## src/design/mlc_regs.svh

```systemverilog
`ifndef MLC_REGS_SVH
`define MLC_REGS_SVH
// What this block does
// - Single device gates external telegram by setting.
// - External-motion light switches off once detection ends and the delay elapses.
// - All brightness-independent: every motion sends or retriggers.
// - Main-only twilight gates extension motion.
// - Main-only: discard extension motion when bright.
// - Both twilight: accepted motion starts or retriggers.
// - After switch-on evaluate independently until delay ends.
// - Main forces extensions independent, then releases them; while its own override is set the main sends the actuator telegram but no override telegram.
// - Own motion sends ON only below twilight.
// - Override ON makes extension brightness-independent.
// - Delay elapsed: main sends OFF to actuator.
// - Override OFF returns extension brightness-dependent.
// - Extension in dark sends motion telegrams cyclically.
// - Extension stops telegrams when motion ends.
// - Main treats extension motion as detection, sends ON.
// - Delay starts once all extension telegrams cease.
// - Override one disables, zero enables; no auto-revert.

`define MLC_OFS_CTRL 8'h00
`define MLC_OFS_DELAY 8'h04
`define MLC_OFS_WINDOW 8'h08
`define MLC_OFS_CYCLE 8'h0c
`define MLC_OFS_STATUS 8'h10

`define MLC_CTRL_ROLE_LSB 0
`define MLC_CTRL_INDEP_BIT 2
`define MLC_CTRL_MAINONLY_BIT 3
`define MLC_CTRL_EXTINDEP_BIT 4

`define MLC_CTRL_RST 5'h01
`define MLC_DELAY_RST 32'h0000_1000
`define MLC_WINDOW_RST 32'h0000_0800
`define MLC_CYCLE_RST 32'h0000_0400
`endif

```

## src/design/mlc_pkg.sv

```systemverilog
package mlc_pkg;
	typedef enum logic [2:0] {
		ST_IDLE = 3'b001,
		ST_DET = 3'b010,
		ST_RUN = 3'b100
	} mlc_state_t;

	typedef enum logic [1:0] {
		ROLE_SINGLE = 2'h0,
		ROLE_MAIN = 2'h1,
		ROLE_EXT = 2'h2
	} mlc_role_t;

	// One outgoing bus telegram: a one-cycle strobe and its switching value.
	typedef struct packed {
		logic valid;
		logic on;
	} mlc_tel_t;
endpackage

```

## src/design/mlc_unit.sv

```systemverilog
// The APB interface to the registers and the register offsets were left to the implementer.
`timescale 1ns/1ps
`include "mlc_regs.svh"
module mlc_unit #(
	parameter int CNT_W = 32
) (
	// Clock and reset.
	input wire logic pclk,
	input wire logic presetn,
	// APB slave.
	input wire logic psel,
	input wire logic penable,
	input wire logic pwrite,
	input wire logic [7:0] paddr,
	input wire logic [31:0] pwdata,
	output logic [31:0] prdata,
	output logic pready,
	output logic pslverr,
	// Sensor and bus receiver levels, asynchronous.
	input wire logic motion_local,
	input wire logic dark_below,
	input wire logic ext_motion_rx,
	input wire logic override_rx_stb,
	input wire logic override_rx_val,
	// Outgoing telegrams.
	output mlc_pkg::mlc_tel_t actuator_tx,
	output mlc_pkg::mlc_tel_t override_tx,
	output mlc_pkg::mlc_tel_t motion_tx
);
	logic [4:0] sync1_q;
	logic [4:0] sync2_q;
	logic ext_prev_q;
	logic ovr_prev_q;
	logic [4:0] ctrl_q;
	logic [CNT_W-1:0] cfg_delay_q;
	logic [CNT_W-1:0] cfg_window_q;
	logic [CNT_W-1:0] cfg_cycle_q;
	mlc_pkg::mlc_state_t state_q;
	mlc_pkg::mlc_state_t state_d;
	logic [CNT_W-1:0] dly_q;
	logic [CNT_W-1:0] win_q;
	logic [CNT_W-1:0] cyc_q;
	logic ovr_q;
	logic light_q;
	logic [31:0] prdata_q;
	logic pready_q;
	logic pslverr_q;
	mlc_pkg::mlc_tel_t act_q;
	mlc_pkg::mlc_tel_t ovt_q;
	mlc_pkg::mlc_tel_t mot_q;

	// Only the second stage is read; the first stage stays private.
	always_ff @(posedge pclk or negedge presetn) begin
		if (!presetn) begin
			sync1_q <= 5'h00;
			sync2_q <= 5'h00;
		end else begin
			sync1_q <= {override_rx_val, override_rx_stb, ext_motion_rx, dark_below, motion_local};
			sync2_q <= sync1_q;
		end
	end

	wire mot_s = sync2_q[0];
	wire dark_s = sync2_q[1];
	wire ext_s = sync2_q[2];
	wire ovs_s = sync2_q[3];
	wire ovv_s = sync2_q[4];
	wire ext_rise = ext_s & ~ext_prev_q;
	wire ovr_rise = ovs_s & ~ovr_prev_q;

	wire mlc_pkg::mlc_role_t role = mlc_pkg::mlc_role_t'(ctrl_q[`MLC_CTRL_ROLE_LSB +: 2]);
	wire cfg_indep = ctrl_q[`MLC_CTRL_INDEP_BIT];
	wire cfg_mainonly = ctrl_q[`MLC_CTRL_MAINONLY_BIT];
	wire cfg_extindep = ctrl_q[`MLC_CTRL_EXTINDEP_BIT];
	wire is_ext = (role == mlc_pkg::ROLE_EXT);
	wire is_main = (role == mlc_pkg::ROLE_MAIN);
	wire active = (state_q != mlc_pkg::ST_IDLE);
	wire ext_pres = (win_q != '0);

	// Once the light is on everything counts regardless of brightness.
	wire eval_free = cfg_indep | ovr_q | active;
	wire own_ok = mot_s & (eval_free | dark_s);
	wire ext_single_ok = ext_pres & (cfg_extindep | eval_free | dark_s);
	wire ext_mainonly_ok = ext_pres & (eval_free | dark_s);
	wire ext_main_ok = cfg_mainonly ? ext_mainonly_ok : ext_pres;
	wire ext_ok = is_main ? ext_main_ok : ext_single_ok;
	wire motion = ~is_ext & (own_ok | ext_ok);
	wire dly_done = (dly_q == '0);
	wire go_on = (state_q == mlc_pkg::ST_IDLE) & motion;
	wire go_off = (state_q == mlc_pkg::ST_RUN) & ~motion & dly_done;
	wire ext_go = is_ext & mot_s & (cfg_indep | ovr_q | dark_s);

	always_comb begin
		state_d = state_q;
		case (state_q)
			mlc_pkg::ST_IDLE: begin
				if (motion) begin
					state_d = mlc_pkg::ST_DET;
				end
			end
			mlc_pkg::ST_DET: begin
				if (!motion) begin
					state_d = mlc_pkg::ST_RUN;
				end
			end
			mlc_pkg::ST_RUN: begin
				if (motion) begin
					state_d = mlc_pkg::ST_DET;
				end else if (dly_done) begin
					state_d = mlc_pkg::ST_IDLE;
				end
			end
			default: begin
				state_d = mlc_pkg::ST_IDLE;
			end
		endcase
	end

	always_ff @(posedge pclk or negedge presetn) begin
		if (!presetn) begin
			state_q <= mlc_pkg::ST_IDLE;
		end else begin
			state_q <= state_d;
		end
	end

	// The delay counter is reloaded on entry to the run-on state.
	always_ff @(posedge pclk or negedge presetn) begin
		if (!presetn) begin
			dly_q <= '0;
		end else if (state_q == mlc_pkg::ST_DET) begin
			dly_q <= cfg_delay_q;
		end else if (state_q == mlc_pkg::ST_RUN && !dly_done) begin
			dly_q <= dly_q - 1'b1;
		end
	end

	// A fresh telegram restarts the window, so presence only lapses after silence.
	always_ff @(posedge pclk or negedge presetn) begin
		if (!presetn) begin
			win_q <= '0;
			ext_prev_q <= 1'b0;
		end else begin
			ext_prev_q <= ext_s;
			if (ext_rise) begin
				win_q <= cfg_window_q;
			end else if (ext_pres) begin
				win_q <= win_q - 1'b1;
			end
		end
	end

	// The override holds until the next telegram; nothing reverts it itself.
	always_ff @(posedge pclk or negedge presetn) begin
		if (!presetn) begin
			ovr_q <= 1'b0;
			ovr_prev_q <= 1'b0;
		end else begin
			ovr_prev_q <= ovs_s;
			if (ovr_rise) begin
				ovr_q <= ovv_s;
			end
		end
	end

	always_ff @(posedge pclk or negedge presetn) begin
		if (!presetn) begin
			act_q <= '0;
			ovt_q <= '0;
			light_q <= 1'b0;
		end else begin
			act_q.valid <= ~is_ext & (go_on | go_off);
			act_q.on <= go_on;
			// A manually overridden main unit leaves the extensions alone.
			ovt_q.valid <= is_main & ~ovr_q & (go_on | go_off);
			ovt_q.on <= go_on;
			if (go_on) begin
				light_q <= 1'b1;
			end else if (go_off) begin
				light_q <= 1'b0;
			end
		end
	end

	// First telegram goes out at once, then one per interval.
	always_ff @(posedge pclk or negedge presetn) begin
		if (!presetn) begin
			cyc_q <= '0;
			mot_q <= '0;
		end else begin
			mot_q.valid <= ext_go & (cyc_q == '0);
			mot_q.on <= 1'b1;
			if (!ext_go) begin
				cyc_q <= '0;
			end else if (cyc_q == '0) begin
				cyc_q <= cfg_cycle_q;
			end else begin
				cyc_q <= cyc_q - 1'b1;
			end
		end
	end

	wire setup = psel & ~penable;
	wire wr_en = psel & penable & pwrite & pready_q;
	wire hit_ctrl = (paddr == `MLC_OFS_CTRL);
	wire hit_delay = (paddr == `MLC_OFS_DELAY);
	wire hit_window = (paddr == `MLC_OFS_WINDOW);
	wire hit_cycle = (paddr == `MLC_OFS_CYCLE);
	wire hit_status = (paddr == `MLC_OFS_STATUS);
	wire mapped = hit_ctrl | hit_delay | hit_window | hit_cycle | hit_status;
	wire [31:0] status_w = {26'h0, state_q, ovr_q, ext_pres, light_q};
	wire [31:0] rd_mux = hit_ctrl ? {27'h0, ctrl_q} :
		hit_delay ? 32'(cfg_delay_q) :
		hit_window ? 32'(cfg_window_q) :
		hit_cycle ? 32'(cfg_cycle_q) :
		hit_status ? status_w : 32'h0;

	// Zero wait states: ready rises in the first access cycle.
	always_ff @(posedge pclk or negedge presetn) begin
		if (!presetn) begin
			pready_q <= 1'b0;
			pslverr_q <= 1'b0;
			prdata_q <= 32'h0;
		end else begin
			pready_q <= setup;
			pslverr_q <= setup & ~mapped;
			prdata_q <= (setup & ~pwrite) ? rd_mux : 32'h0;
		end
	end

	always_ff @(posedge pclk or negedge presetn) begin
		if (!presetn) begin
			ctrl_q <= `MLC_CTRL_RST;
			cfg_delay_q <= CNT_W'(`MLC_DELAY_RST);
			cfg_window_q <= CNT_W'(`MLC_WINDOW_RST);
			cfg_cycle_q <= CNT_W'(`MLC_CYCLE_RST);
		end else if (wr_en) begin
			if (hit_ctrl) begin
				ctrl_q <= pwdata[4:0];
			end
			if (hit_delay) begin
				cfg_delay_q <= pwdata[CNT_W-1:0];
			end
			if (hit_window) begin
				cfg_window_q <= pwdata[CNT_W-1:0];
			end
			if (hit_cycle) begin
				cfg_cycle_q <= pwdata[CNT_W-1:0];
			end
		end
	end

	assign prdata = prdata_q;
	assign pready = pready_q;
	assign pslverr = pslverr_q;
	assign actuator_tx = act_q;
	assign override_tx = ovt_q;
	assign motion_tx = mot_q;

	a_on_from_idle: assert property (@(posedge pclk) disable iff (!presetn)
		act_q.valid && act_q.on |-> $past(state_q) == mlc_pkg::ST_IDLE)
		else $error("ON telegram not from idle");
	a_off_after_delay: assert property (@(posedge pclk) disable iff (!presetn)
		act_q.valid && !act_q.on |-> $past(state_q) == mlc_pkg::ST_RUN && $past(dly_q) == '0)
		else $error("OFF telegram before delay elapsed");
	a_dark_gate: assert property (@(posedge pclk) disable iff (!presetn)
		state_q == mlc_pkg::ST_IDLE && !is_ext && mot_s && !dark_s && !cfg_indep && !ovr_q && !ext_pres
		|=> !act_q.valid)
		else $error("ON sent while bright");
	a_main_discard: assert property (@(posedge pclk) disable iff (!presetn)
		state_q == mlc_pkg::ST_IDLE && is_main && cfg_mainonly && !dark_s && !cfg_indep && !ovr_q
		&& !mot_s |=> state_q == mlc_pkg::ST_IDLE)
		else $error("Extension motion accepted while bright");
	a_delay_start: assert property (@(posedge pclk) disable iff (!presetn)
		state_q == mlc_pkg::ST_DET && !motion |=> state_q == mlc_pkg::ST_RUN && dly_q == $past(cfg_delay_q))
		else $error("Delay not started on silence");
	a_retrigger: assert property (@(posedge pclk) disable iff (!presetn)
		state_q == mlc_pkg::ST_RUN && motion |=> state_q == mlc_pkg::ST_DET ##1 dly_q == $past(cfg_delay_q))
		else $error("Motion did not retrigger delay");
	a_override_follow: assert property (@(posedge pclk) disable iff (!presetn)
		ovr_rise |=> ovr_q == $past(ovv_s))
		else $error("Override did not follow telegram");
	a_force_ext: assert property (@(posedge pclk) disable iff (!presetn)
		act_q.valid && $past(is_main) && !$past(ovr_q) |-> ovt_q.valid && ovt_q.on == act_q.on)
		else $error("Extensions not switched with actuator");
	a_ext_stop: assert property (@(posedge pclk) disable iff (!presetn)
		is_ext && !mot_s |=> !mot_q.valid)
		else $error("Motion telegram after motion ended");
	a_ext_cyclic: assert property (@(posedge pclk) disable iff (!presetn)
		mot_q.valid && cfg_cycle_q > 2 && $stable(cfg_cycle_q) |=> !mot_q.valid [*2])
		else $error("Motion telegrams too close");
	// These watch the synchronised levels, so pin timing cannot make them fire early.
	a_light_track: assert property (@(posedge pclk) disable iff (!presetn)
		act_q.valid |-> light_q == act_q.on)
		else $error("Light flag disagrees with actuator telegram");
	a_state_onehot: assert property (@(posedge pclk) disable iff (!presetn)
		$onehot(state_q))
		else $error("State register not one-hot");
	a_det_hold: assert property (@(posedge pclk) disable iff (!presetn)
		state_q == mlc_pkg::ST_DET && motion |=> state_q == mlc_pkg::ST_DET)
		else $error("Delay started while motion present");
	a_win_reload: assert property (@(posedge pclk) disable iff (!presetn)
		ext_rise |=> win_q == $past(cfg_window_q))
		else $error("Window not restarted by telegram");
	a_win_lapse: assert property (@(posedge pclk) disable iff (!presetn)
		!ext_rise && win_q == CNT_W'(1) |=> !ext_pres)
		else $error("External presence outlived its window");
	a_main_accept: assert property (@(posedge pclk) disable iff (!presetn)
		state_q == mlc_pkg::ST_IDLE && is_main && cfg_mainonly && ext_pres && dark_s
		|=> act_q.valid && act_q.on)
		else $error("Extension motion dropped while dark");
	a_both_accept: assert property (@(posedge pclk) disable iff (!presetn)
		state_q == mlc_pkg::ST_IDLE && is_main && !cfg_mainonly && ext_pres |=> act_q.valid && act_q.on)
		else $error("Accepted extension motion did not switch on");
	a_single_bright: assert property (@(posedge pclk) disable iff (!presetn)
		state_q == mlc_pkg::ST_IDLE && role == mlc_pkg::ROLE_SINGLE && !cfg_extindep && !cfg_indep
		&& !ovr_q && !dark_s |=> !act_q.valid)
		else $error("Single unit switched on while bright");
	a_ovr_hold: assert property (@(posedge pclk) disable iff (!presetn)
		!ovr_rise |=> ovr_q == $past(ovr_q))
		else $error("Override changed without telegram");
	a_ovr_quiet: assert property (@(posedge pclk) disable iff (!presetn)
		ovr_q |=> !ovt_q.valid)
		else $error("Overridden main unit drove extensions");
	a_ext_no_act: assert property (@(posedge pclk) disable iff (!presetn)
		is_ext |=> !act_q.valid && !ovt_q.valid)
		else $error("Extension sent an actuator telegram");
	a_ext_gate: assert property (@(posedge pclk) disable iff (!presetn)
		is_ext && !cfg_indep && !ovr_q && !dark_s |=> !mot_q.valid)
		else $error("Extension sent motion while bright");
	a_ext_first: assert property (@(posedge pclk) disable iff (!presetn)
		ext_go && cyc_q == '0 |=> mot_q.valid && mot_q.on)
		else $error("Motion telegram not sent at once");

	c_main_cycle: cover property (@(posedge pclk) disable iff (!presetn)
		go_on ##[1:1000] go_off);
	c_retrigger: cover property (@(posedge pclk) disable iff (!presetn)
		state_q == mlc_pkg::ST_RUN ##1 state_q == mlc_pkg::ST_DET);
	c_ext_repeat: cover property (@(posedge pclk) disable iff (!presetn)
		mot_q.valid ##[1:1000] mot_q.valid);
	c_mainonly_drop: cover property (@(posedge pclk) disable iff (!presetn)
		state_q == mlc_pkg::ST_IDLE && is_main && cfg_mainonly && ext_pres && !dark_s);
	c_ext_override: cover property (@(posedge pclk) disable iff (!presetn)
		is_ext && ovr_rise ##1 ovr_q);
endmodule

```

## config.mk

```make
export PLATFORM = sky130hd
export DESIGN_NAME = mlc_unit
export DESIGN_NICKNAME = d
export VERILOG_FILES = /design/src/design/mlc_pkg.sv /design/src/design/mlc_unit.sv
export VERILOG_INCLUDE_DIRS = /design/src /design/src/design
export SDC_FILE = /design/constraint.sdc
export NUM_CORES = 1
export LEC_CHECK = 0
export BUFFER_PORTS_ARGS = -buffer_cell sky130_fd_sc_hd__clkbuf_2
export CORE_ASPECT_RATIO = 0.75
export CORE_MARGIN = 2
export CORE_UTILIZATION = 55
export CTS_CLUSTER_DIAMETER = 100
export DETAILED_ROUTE_END_ITERATION = 16
export PLACE_DENSITY = 0.73
export SYNTH_ARGS = -nofsm -noshare
export SYNTH_HDL_FRONTEND = slang
export SYNTH_SLANG_ARGS = --single-unit
```

## constraint.sdc

```tcl
create_clock -name pclk -period 2.5 [get_ports pclk]
set_input_delay 0.125 -clock pclk [delete_from_list [all_inputs] [get_ports pclk]]
set_output_delay 0.125 -clock pclk [all_outputs]
set_load 0.01 [all_outputs]
```

==> results of run 1 <==
logic make-up (layout without fill, tap and decap cells):
family,count (synthesis),count (layout),share of synthesized area (%)
AO/OA/AOI/OAI,213,213,11.7
XOR/XNOR,50,50,3.67
adder cells (fa/ha/maj),5,5,0.525
buffers and inverters,76,290,2.56
flip-flops,253,253,53.2
multiplexers,133,133,12.6
other,1,2,0.0315
AND/OR/NAND/NOR,372,372,15.7
final cells by class:
type,count,area [sq um]
antenna,1,2.50
timing repair buffer,227,1710
tap,288,360
clock buffer,39,738
clock inverter,7,116
sequential,253,6340
multi-input combinational,774,5470
fill,1575,6390
inverter,17,63.8
per-layer routing:
metal	GRT usage [%]	vias to the layer above
met2	44.6	419
met5	0	-
met3	6.89	48
met1	41.9	4750
li1	-	4392
met4	7.56	0
worst min path at each step:
stage | start | endpoint | depth (start not counted)
6_report | pwrite | prdata[4] | 3
5_1_grt | pwrite | prdata[4] | 3
4_1_cts | pwrite | prdata[2] | 3
3_5_place_dp | presetn | override_tx[1] | 1
3_3_place_gp | presetn | ovr_prev_q | 1
2_1_floorplan | presetn | actuator_tx[1] | 0
tightest hold or removal path, stage by stage:
cell and delay (ns):
clkbuf_2 0.08, nand2b_1 0.27, nor2_1 0.09
registers in the layout, summed over array words and instances, names as in the netlist, 2 cells and up:
| register | cells |
|---|---|
| sync1_q | 5 |
| cyc_q | 32 |
| sync2_q | 5 |
| cfg_delay_q | 32 |
| state_q | 3 |
| cfg_window_q | 32 |
| ctrl_q | 5 |
| win_q | 32 |
| override_tx | 2 |
| motion_tx | 2 |
| prdata | 32 |
| cfg_cycle_q | 32 |
| dly_q | 32 |
repair_timing:
item                       in CTS  in global routing
resized for setup               7                 38
hold buffers                   41                  0
setup buffers                   0                  2
hold endpoints to repair      286                  0
pin swaps                       1                  7
setup endpoints to repair      21                 40
per-stage QoR:
step           worst slack [ns]  setup TNS, ns  hold slack [ns]  utilization, %
2_1_floorplan           -0.0160        -0.0319           -0.171               -
3_3_place_gp           -0.00513       -0.00961            0.105            62.9
3_5_place_dp            -0.0483         -0.197            0.103            62.9
4_1_cts                  0.0174              0           0.0606            69.0
5_1_grt                 -0.0534         -0.136            0.125            69.8
6_report                 0.0408              0           0.0808            69.8
where the power goes:
part / internal [W] / switching (W)
logic: 0.00114 / 0.00149
registers: 0.00436 / 0.000274
clock network: 0.00234 / 0.00160
cells in the mapped netlist (11+ instances only):
cell type	number	area, sq um
mux2_2	129	1450
dfrtp_1	248	6210
nor4_1	22	138
nor3_1	37	185
nor2_1	104	390
clkbuf_1	39	146
buf_1	11	41.3
o31ai_1	11	82.6
xnor2_1	41	359
nand3_1	20	100
o211ai_1	14	105
nand2b_1	14	87.6
nand2_1	86	323
or3_1	21	131
or4_1	13	97.6
a22oi_1	27	203
a21oi_1	38	190
o21ai_0	53	265
inv_1	17	63.8
a211oi_1	18	135
==> results.md, run 1 <==
* Outcome: complete, no violations
* Layout cells sized above 1 at 31.2%
* DR vias/cell at 5.98
* Rel. slew slack at 45.1%
* Fmax at 407 MHz
* Commonest non-fill, non-tap cell in the layout: dfrtp_1
* # IOs at 90
* CP peak stage delay at 0.58 ns
* Initial Utilization at 56.3%
* H-tree levels at 1
* Slew Viols, Final at 0
* Top sig layer: met4
* R2R setup slack at 0.04 ns
* Synth Register Bits at 253
* Vias in the first global route at 9647
* Met3 WL at 2840 um
* Cell count along the critical path at 6
* Nets at 1353
* Crit. End Element: flop
* Post-synthesis sequential area ratio at 53.2%
* Syn nets at 1158
* Crit-path cells: or4_4, or4_4, or3_4, buf_6, nor2_1, a211oi_2
* Sink Count at 253
* IO buf count at 89
* Post-Syn Instances at 1103
* Chip Width at 174 um
* Max cap viols at 0
* CTS tree: yes
* Unique masters post-synth at 67
* Grt total ovfl at 0
* # rows at 46
* Asr flop ratio synth at 100%
* WL per Instance at 20.5 um
* Setup violators final at 0
* Non-Filler Instances at 1606
* Clk_skew at 0.0127 ns
* Hold crit path type: in -> reg
* Netlist Area Pre-Place at 0.0119 sq mm
* Worst Setup EP: cyc_q[9]
* Most common flop cell mapped by yosys: dfrtp_1
* Worst slew pin tran at 0.821 ns
* Core area at 0.0212 sq mm
* CTS clk-pin slew, worst paths at 0.07 ns
* Crit Path Max Fanout at 9
* Worst r2r dst: cyc_q[9]
* Crit. Startpoint: cyc_q[17]
* Period minus WS final at 2.46 ns
* Post-synth EDFFs at 0
* Placed cell area at 0.0133 sq mm
* Gr usage total at 29.1%
* WL met1 at 14400 um
* Power Dens Cells at 757 mW/mm^2
* Initial drt markers at 902
* Die H at 131 um
* Met2 wire len at 14900 um
* CP max stage cell: or4_4
* Crit path buf inv count at 1
* Deepest clock path buffer count at 3
* R2R Path Start: cyc_q[17]
* Die area at 0.0229 sq mm
* Clk_lat worst skew at 0.54 ns
* CP Launch Type: flop
* TritonRoute pass-1 iters at 6
* Reg2Reg Depth at 6
* First-pass GRT wire length at 52800 um
* Inst Count DP at 1516
* GPL Wtd Cong at 0.934
* WP data required at 2.88 ns
* Crit Path Category: reg -> reg
* Final period utilization at 98.4%
* Final wirelength at 32900 um
* Initial antenna violation count at 1
* Residual DRC at 0
* Power Total at 0.0112 W
* Most frequent cells in the layout: dfrtp_1 (248), mux2_2 (129), nor2_1 (100)
* CP arrival at 2.84 ns
* LEAKAGE at 7.07 nW
* Avg Inst Size Synth at 10.8 sq um
* CP most frequent cell: or4_4
* Syn. warnings at 0
* Final count of hold timing violations at 0
* Post-DRT Antenna Nets at 0
* Dpl hpwl at 22700 um
* Worst IR drop on VDD at 0.000621 V
* Layout overhead on the synthesized area at 24.1%
* Fin area at 0.0148 sq mm
* CTS root buf: clkbuf_16
* RSZ-0062 raised after global routing: true
* Num CTS Buffers at 25
* DR vias at 9609
* Delay-heaviest family, CP: simple AND/OR/NAND/NOR gates
* Largest net degree at the start of global routing at 64
No activity file was read; power rests on OpenSTA's default activity.
==> run 2: changes to the inputs <==
Settings changed: BUFFER_PORTS_ARGS -buffer_cell sky130_fd_sc_hd__clkbuf_2 to unset, CORE_UTILIZATION 55 to 58, DONT_BUFFER_PORTS set to 1, PLACE_DENSITY 0.73 to 0.72.
==> results.md, run 2 (synthesis gave the netlist of run 1 again) <==
* Residual DRC at 0 (unchanged)
* CTS tree: yes (unchanged)
* Crit-path cells: or4_4, or4b_4, or3_4, buf_8, a21oi_2, nor2_1, nor4_1 (was or4_4, or4_4, or3_4, buf_6, nor2_1, a211oi_2)
* Fin area at 0.0142 sq mm (was 0.0148 sq mm)
* Chip Width at 170 um (was 174 um)
* Reg2Reg Depth at 7 (was 6)
* CP Launch Type: flop (unchanged)
* Fmax at 402 MHz (was 407 MHz)
* CP arrival at 2.90 ns (was 2.84 ns)
* Crit. Startpoint: cyc_q[18] (was cyc_q[17])
* Failing checks: negative hold slack
* CP max stage cell: or4b_4 (was or4_4)
* Initial antenna violation count at 0 (was 1)
* # IOs at 90 (unchanged)
* Layout overhead on the synthesized area at 19.2% (was 24.1%)
* Cell count along the critical path at 7 (was 6)
* R2R setup slack at 0.01 ns (was 0.04 ns)
* Dpl hpwl at 21800 um (was 22700 um)
* Period minus WS final at 2.49 ns (was 2.46 ns)
* Num CTS Buffers at 25 (unchanged)
* Clk_lat worst skew at 0.52 ns (was 0.54 ns)
* Crit. End Element: flop (unchanged)
* H-tree levels at 1 (unchanged)
* Inst Count DP at 1393 (was 1516)
* CP peak stage delay at 0.57 ns (was 0.58 ns)
* Antenna cells at 0 (was 1)
* TritonRoute pass-1 iters at 5 (was 6)
* CTS root buf: clkbuf_16 (unchanged)
* Hold-fix buffers, CTS at 44 (was 41)
* Non-Filler Instances at 1483 (was 1606)
* # rows at 45 (was 46)
* Hold crit path type: in -> async (was in -> reg)
* DR vias at 9294 (was 9609)
* Outcome: finished with violations (was complete, no violations)
* WL per Instance at 21.8 um (was 20.5 um)
* Crit Path Category: reg -> reg (unchanged)
* Worst Setup EP: cyc_q[15] (was cyc_q[9])
* Final period utilization at 99.4% (was 98.4%)
* Crit path buf inv count at 1 (unchanged)
* Commonest non-fill, non-tap cell in the layout: dfrtp_1 (unchanged)
* Layout cells sized above 1 at 26.8% (was 31.2%)
* DR vias/cell at 6.27 (was 5.98)
* Crit Path Max Fanout at 11 (was 9)
* First-pass GRT wire length at 51000 um (was 52800 um)
* Final wirelength at 32400 um (was 32900 um)
* Most frequent cells in the layout: dfrtp_1 (248), mux2_2 (129), nor2_1 (100) (unchanged)
* Final count of hold timing violations at 254 (was 0)
* Max cap viols at 0 (unchanged)
* GPL Wtd Cong at 0.888 (was 0.934)
* Worst IR drop on VDD at 0.000546 V (was 0.000621 V)
* Core area at 0.0202 sq mm (was 0.0212 sq mm)
* Clk_skew at 0.0129 ns (was 0.0127 ns)
* Initial Utilization at 59.0% (was 56.3%)
* Largest net degree at the start of global routing at 254 (was 64)
* Gr usage total at 30.2% (was 29.1%)
* Rel. slew slack at 39.8% (was 45.1%)
* Deepest clock path buffer count at 3 (unchanged)
* Die H at 128 um (was 131 um)
* Vias in the first global route at 9075 (was 9647)
* Final hold slack at -0.694 ns (was 0.0808 ns)
* CTS clk-pin slew, worst paths at 0.06 ns (was 0.07 ns)
* WP data required at 2.92 ns (was 2.88 ns)
* IO buf count at 0 (was 89)
* Die area at 0.0217 sq mm (was 0.0229 sq mm)
* Sink Count at 253 (unchanged)
* Post-DRT Antenna Nets at 0 (unchanged)
* Initial drt markers at 864 (was 902)
* Grt total ovfl at 0 (unchanged)
* RSZ-0062 raised after global routing: true (unchanged)
* Worst r2r dst: cyc_q[15] (was cyc_q[9])
* Slew Viols, Final at 0 (unchanged)
* Setup violators final at 0 (unchanged)
* Placed cell area at 0.0127 sq mm (was 0.0133 sq mm)
* Nets at 1265 (was 1353)
* Delay-heaviest family, CP: simple AND/OR/NAND/NOR gates (unchanged)
* LEAKAGE at 6.61 nW (was 7.07 nW)
* R2R Path Start: cyc_q[18] (was cyc_q[17])
* Worst slew pin tran at 0.902 ns (was 0.821 ns)
* Power Dens Cells at 753 mW/mm^2 (was 757 mW/mm^2)
run 2: cell count changes in the layout (fill, tap and decap cells not counted), moves of 3 or more:
cell | previous run | this run
clkbuf_2 | 88 | 0
a211oi_1 | 15 | 11
a211oi_2 | 3 | 7
o21ai_2 | 1 | 5
buf_12 | 8 | 5
run 2: worst min path at each step:
stage | start | endpoint
floorplan | presetn | actuator_tx[1]
finish | presetn | ovr_prev_q
global route | presetn | override_tx[1]
global placement | presetn | sync1_q[0]
detailed placement | presetn | ovr_prev_q
CTS | presetn | dly_q[4]
run 2: metrics by stage:
step	util (%)	TNS (ns)	hold slack (ns)	setup slack (ns)	power, W
finish	70.3	0	-0.694	0.0141	0.0107
global route	70.3	-0.336	-0.718	-0.0771	0.0112
CTS	69.4	-0.0182	-0.711	-0.0146	0.0106
detailed placement	63.0	-0.216	-0.160	-0.0659	0.00688
global placement	63.0	0	-0.165	0.00537	0.00684
floorplan	-	-0.0319	-0.171	-0.0160	0.00603
run 2: report_power, final:
part	switching, W	leakage (nW)	internal, W
Combinational	0.00134	2.79	0.00109
Clock	0.00153	0.382	0.00208
Sequential	0.000292	3.44	0.00436
run 2: layer usage:
metal / wire, um / global-route usage, %
met5: 0 / 0
met1: 14800 / 44.7
met4: 747 / 6.99
met3: 2190 / 6.05
met2: 14700 / 46.4
run 2: layout make-up:
type | instances | area, sq um
clock buffers | 37 | 721
clock inverters | 5 | 50.0
flip-flops and latches | 253 | 6340
well taps | 258 | 323
fillers | 1434 | 6010
repair buffers | 139 | 1230
multi-input cells | 774 | 5480
inverters | 17 | 63.8
run 2: repair_timing:
| action | in CTS | in global routing |
|---|---|---|
| endpoints found under the hold margin | 392 | 253 |
| gates cloned | 0 | 0 |
| resized for setup | 10 | 47 |
| setup endpoints to repair | 23 | 54 |
| pin swaps | 1 | 8 |
| buffers inserted | 2 | 2 |
==> run 3: changes to the inputs <==
Settings changed: CORE_ASPECT_RATIO 0.75 to 1.1.
==> results.md, run 3 (synthesis gave the netlist of run 1 again) <==
* Outcome: finished with violations (unchanged)
* Failing checks: negative hold slack (unchanged)
* CP max stage cell: or4_4 (was or4b_4)
* CTS root buf: clkbuf_16 (unchanged)
* Largest net degree at the start of global routing at 254 (unchanged)
* Final wirelength at 32800 um (was 32400 um)
* CP arrival at 2.91 ns (was 2.90 ns)
* Crit Path Category: reg -> reg (unchanged)
* Core area at 0.0204 sq mm (was 0.0202 sq mm)
* CP most frequent cell: or4_4
* R2R Path Start: cyc_q[11] (was cyc_q[18])
* H-tree levels at 1 (unchanged)
* Final hold slack at -0.714 ns (was -0.694 ns)
* Chip Width at 141 um (was 170 um)
* Num CTS Buffers at 26 (was 25)
* Setup TNS at 0 ns (unchanged)
* # rows at 55 (was 45)
* Initial drt markers at 840 (was 864)
* R2R setup slack at 0.004 ns (was 0.01 ns)
* Grt total ovfl at 0 (unchanged)
* Multi-input gate area at 0.00552 sq mm (was 0.00548 sq mm)
* LEAKAGE at 6.63 nW (was 6.61 nW)
* Initial Utilization at 58.5% (was 59.0%)
* Crit Path Max Fanout at 5 (was 11)
* Die area at 0.0217 sq mm (about the same)
* Sink Count at 253 (unchanged)
* Max cap viols at 0 (unchanged)
* Gr usage total at 30.3% (was 30.2%)
* TritonRoute pass-1 iters at 5 (unchanged)
* Post-DRT Antenna Nets at 0 (unchanged)
* Layout overhead on the synthesized area at 19.6% (was 19.2%)
* Power Dens Cells at 795 mW/mm^2 (was 753 mW/mm^2)
* DR vias at 9237 (was 9294)
* Most frequent cells in the layout: dfrtp_1 (248), mux2_2 (129), nor2_1 (97) (was dfrtp_1 (248), mux2_2 (129), nor2_1 (100))
* Die H at 154 um (was 128 um)
* WP data required at 2.91 ns (was 2.92 ns)
* Crit. Startpoint: cyc_q[11] (was cyc_q[18])
* Dpl hpwl at 21600 um (was 21800 um)
* GPL Wtd Cong at 0.983 (was 0.888)
* CTS tree: yes (unchanged)
* Setup violators final at 0 (unchanged)
* DR vias/cell at 6.28 (was 6.27)
* Hold crit path type: in -> async (unchanged)
* Vias in the first global route at 9322 (was 9075)
* Slew Viols, Final at 0 (unchanged)
* Commonest non-fill, non-tap cell in the layout: dfrtp_1 (unchanged)
* Residual DRC at 0 (unchanged)
* RSZ-0062 raised after global routing: true (unchanged)
* Crit. End Element: flop (unchanged)
* First-pass GRT wire length at 51400 um (was 51000 um)
* # IOs at 90 (unchanged)
* Clk_skew at 0.00931 ns (was 0.0129 ns)
* Deepest clock path buffer count at 3 (unchanged)
* Final period utilization at 99.9% (was 99.4%)
* Final count of hold timing violations at 253 (was 254)
* IO buf count at 0 (unchanged)
* Period minus WS final at 2.50 ns (was 2.49 ns)
* Fill count at 1492 (was 1434)
* Sequential cell area at 0.00634 sq mm (unchanged)
* Worst slew pin tran at 0.919 ns (was 0.902 ns)
* Power Total at 0.0113 W (was 0.0107 W)
* Crit-path cells: or4_4, or4_4, or4_4, nor3_4, xnor2_2, a21oi_2 (was or4_4, or4b_4, or3_4, buf_8, a21oi_2, nor2_1, nor4_1)
* Rel. slew slack at 38.7% (was 39.8%)
* CP Launch Type: flop (unchanged)
* Initial antenna violation count at 1 (was 0)
* Fmax at 401 MHz (was 402 MHz)
* CP peak stage delay at 0.58 ns (was 0.57 ns)
* Nets at 1251 (was 1265)
* CTS clk-pin slew, worst paths at 0.06 ns (about the same)
* Antenna cells at 0 (unchanged)
* Layout cells sized above 1 at 26.1% (was 26.8%)
* Clk_lat worst skew at 0.54 ns (was 0.52 ns)
* WL per Instance at 22.3 um (was 21.8 um)
* Worst IR drop on VDD at 0.000576 V (was 0.000546 V)
-- run 3: cell types whose count changed in the layout (fill, tap and decap cells not counted), sizes merged --
| cell | previous run | this run |
|---|---|---|
| clkbuf | 37 | 35 |
| clkinv | 4 | 8 |
| dlygate4sd3 | 42 | 46 |
| bufinv | 1 | 5 |
| buf | 97 | 77 |
| or4 | 16 | 17 |
-- run 3: routing by layer --
metal / part of all wire (%) / global-route usage [%] / up-vias
met5: 0.040 / 0 / -
met2: 49 / 50.4 / 333
li1: - / - / 4190
met1: 42 / 40.8 / 4655
met3: 6.2 / 4.92 / 57
met4: 3.0 / 10.4 / 2
-- run 3: what timing repair did --
action / 4_1_cts / 5_1_grt
hold buffers: 47 / 1
buffers inserted: 1 / 2
setup endpoints to repair: 17 / 59
gates resized for setup: 8 / 43
cloned: 0 / 1
pin swaps: 1 / 10
hold endpoints to repair: 393 / 261
-- run 3: report_power, final --
| part | switching, W | total [W] | internal, W |
|---|---|---|---|
| clock network | 0.00163 | 0.00424 | 0.00261 |
| logic | 0.00133 | 0.00243 | 0.00111 |
| registers | 0.000303 | 0.00466 | 0.00436 |
-- run 3: critical path, delay by kind of cell (launching register included) --
| kind | cells | cell delay (ns) |
|---|---|---|
| xor gates and xnor gates | 1 | 0.14 |
| DFF | 1 | 0.39 |
| AOI/OAI and AO/OA | 1 | 0.07 |
| and+or+nand+nor | 4 | 1.78 |
-- run 3: final cells by class --
class / instances / area share (%)
multi-input combinational: 775 / 38.7
tap: 256 / 2.25
inverter: 17 / 0.448
clock inverter: 13 / 1.36
sequential: 253 / 44.5
timing repair buffer: 123 / 7.54
clock buffer: 35 / 5.23
-- run 3: through the flow --
stage                     instances  setup WS, ns  hold slack, ns  util, %  area (sq um)
after floorplan                1103       -0.0160          -0.171        -         12000
final                          1472       0.00358          -0.714     70.0         14300
after global placement         1372      -0.00934          -0.161     61.7         12600
after detailed placement       1372       -0.0619          -0.162     61.7         12600
after global routing           1472        -0.144          -0.726     70.0         14300
after CTS                      1468       0.00466          -0.726     68.9         14000
-- run 3: final timing paths --
check	endpoint	cells past startpoint
worst max-delay path	cyc_q[31]	6
worst min-delay path	dly_q[27]	0
max in group asynchronous	cfg_delay_q[12]	0
worst min register to register	sync2_q[2]	0
worst max register to register	cyc_q[31]	6
min in group pclk	prdata[4]	4
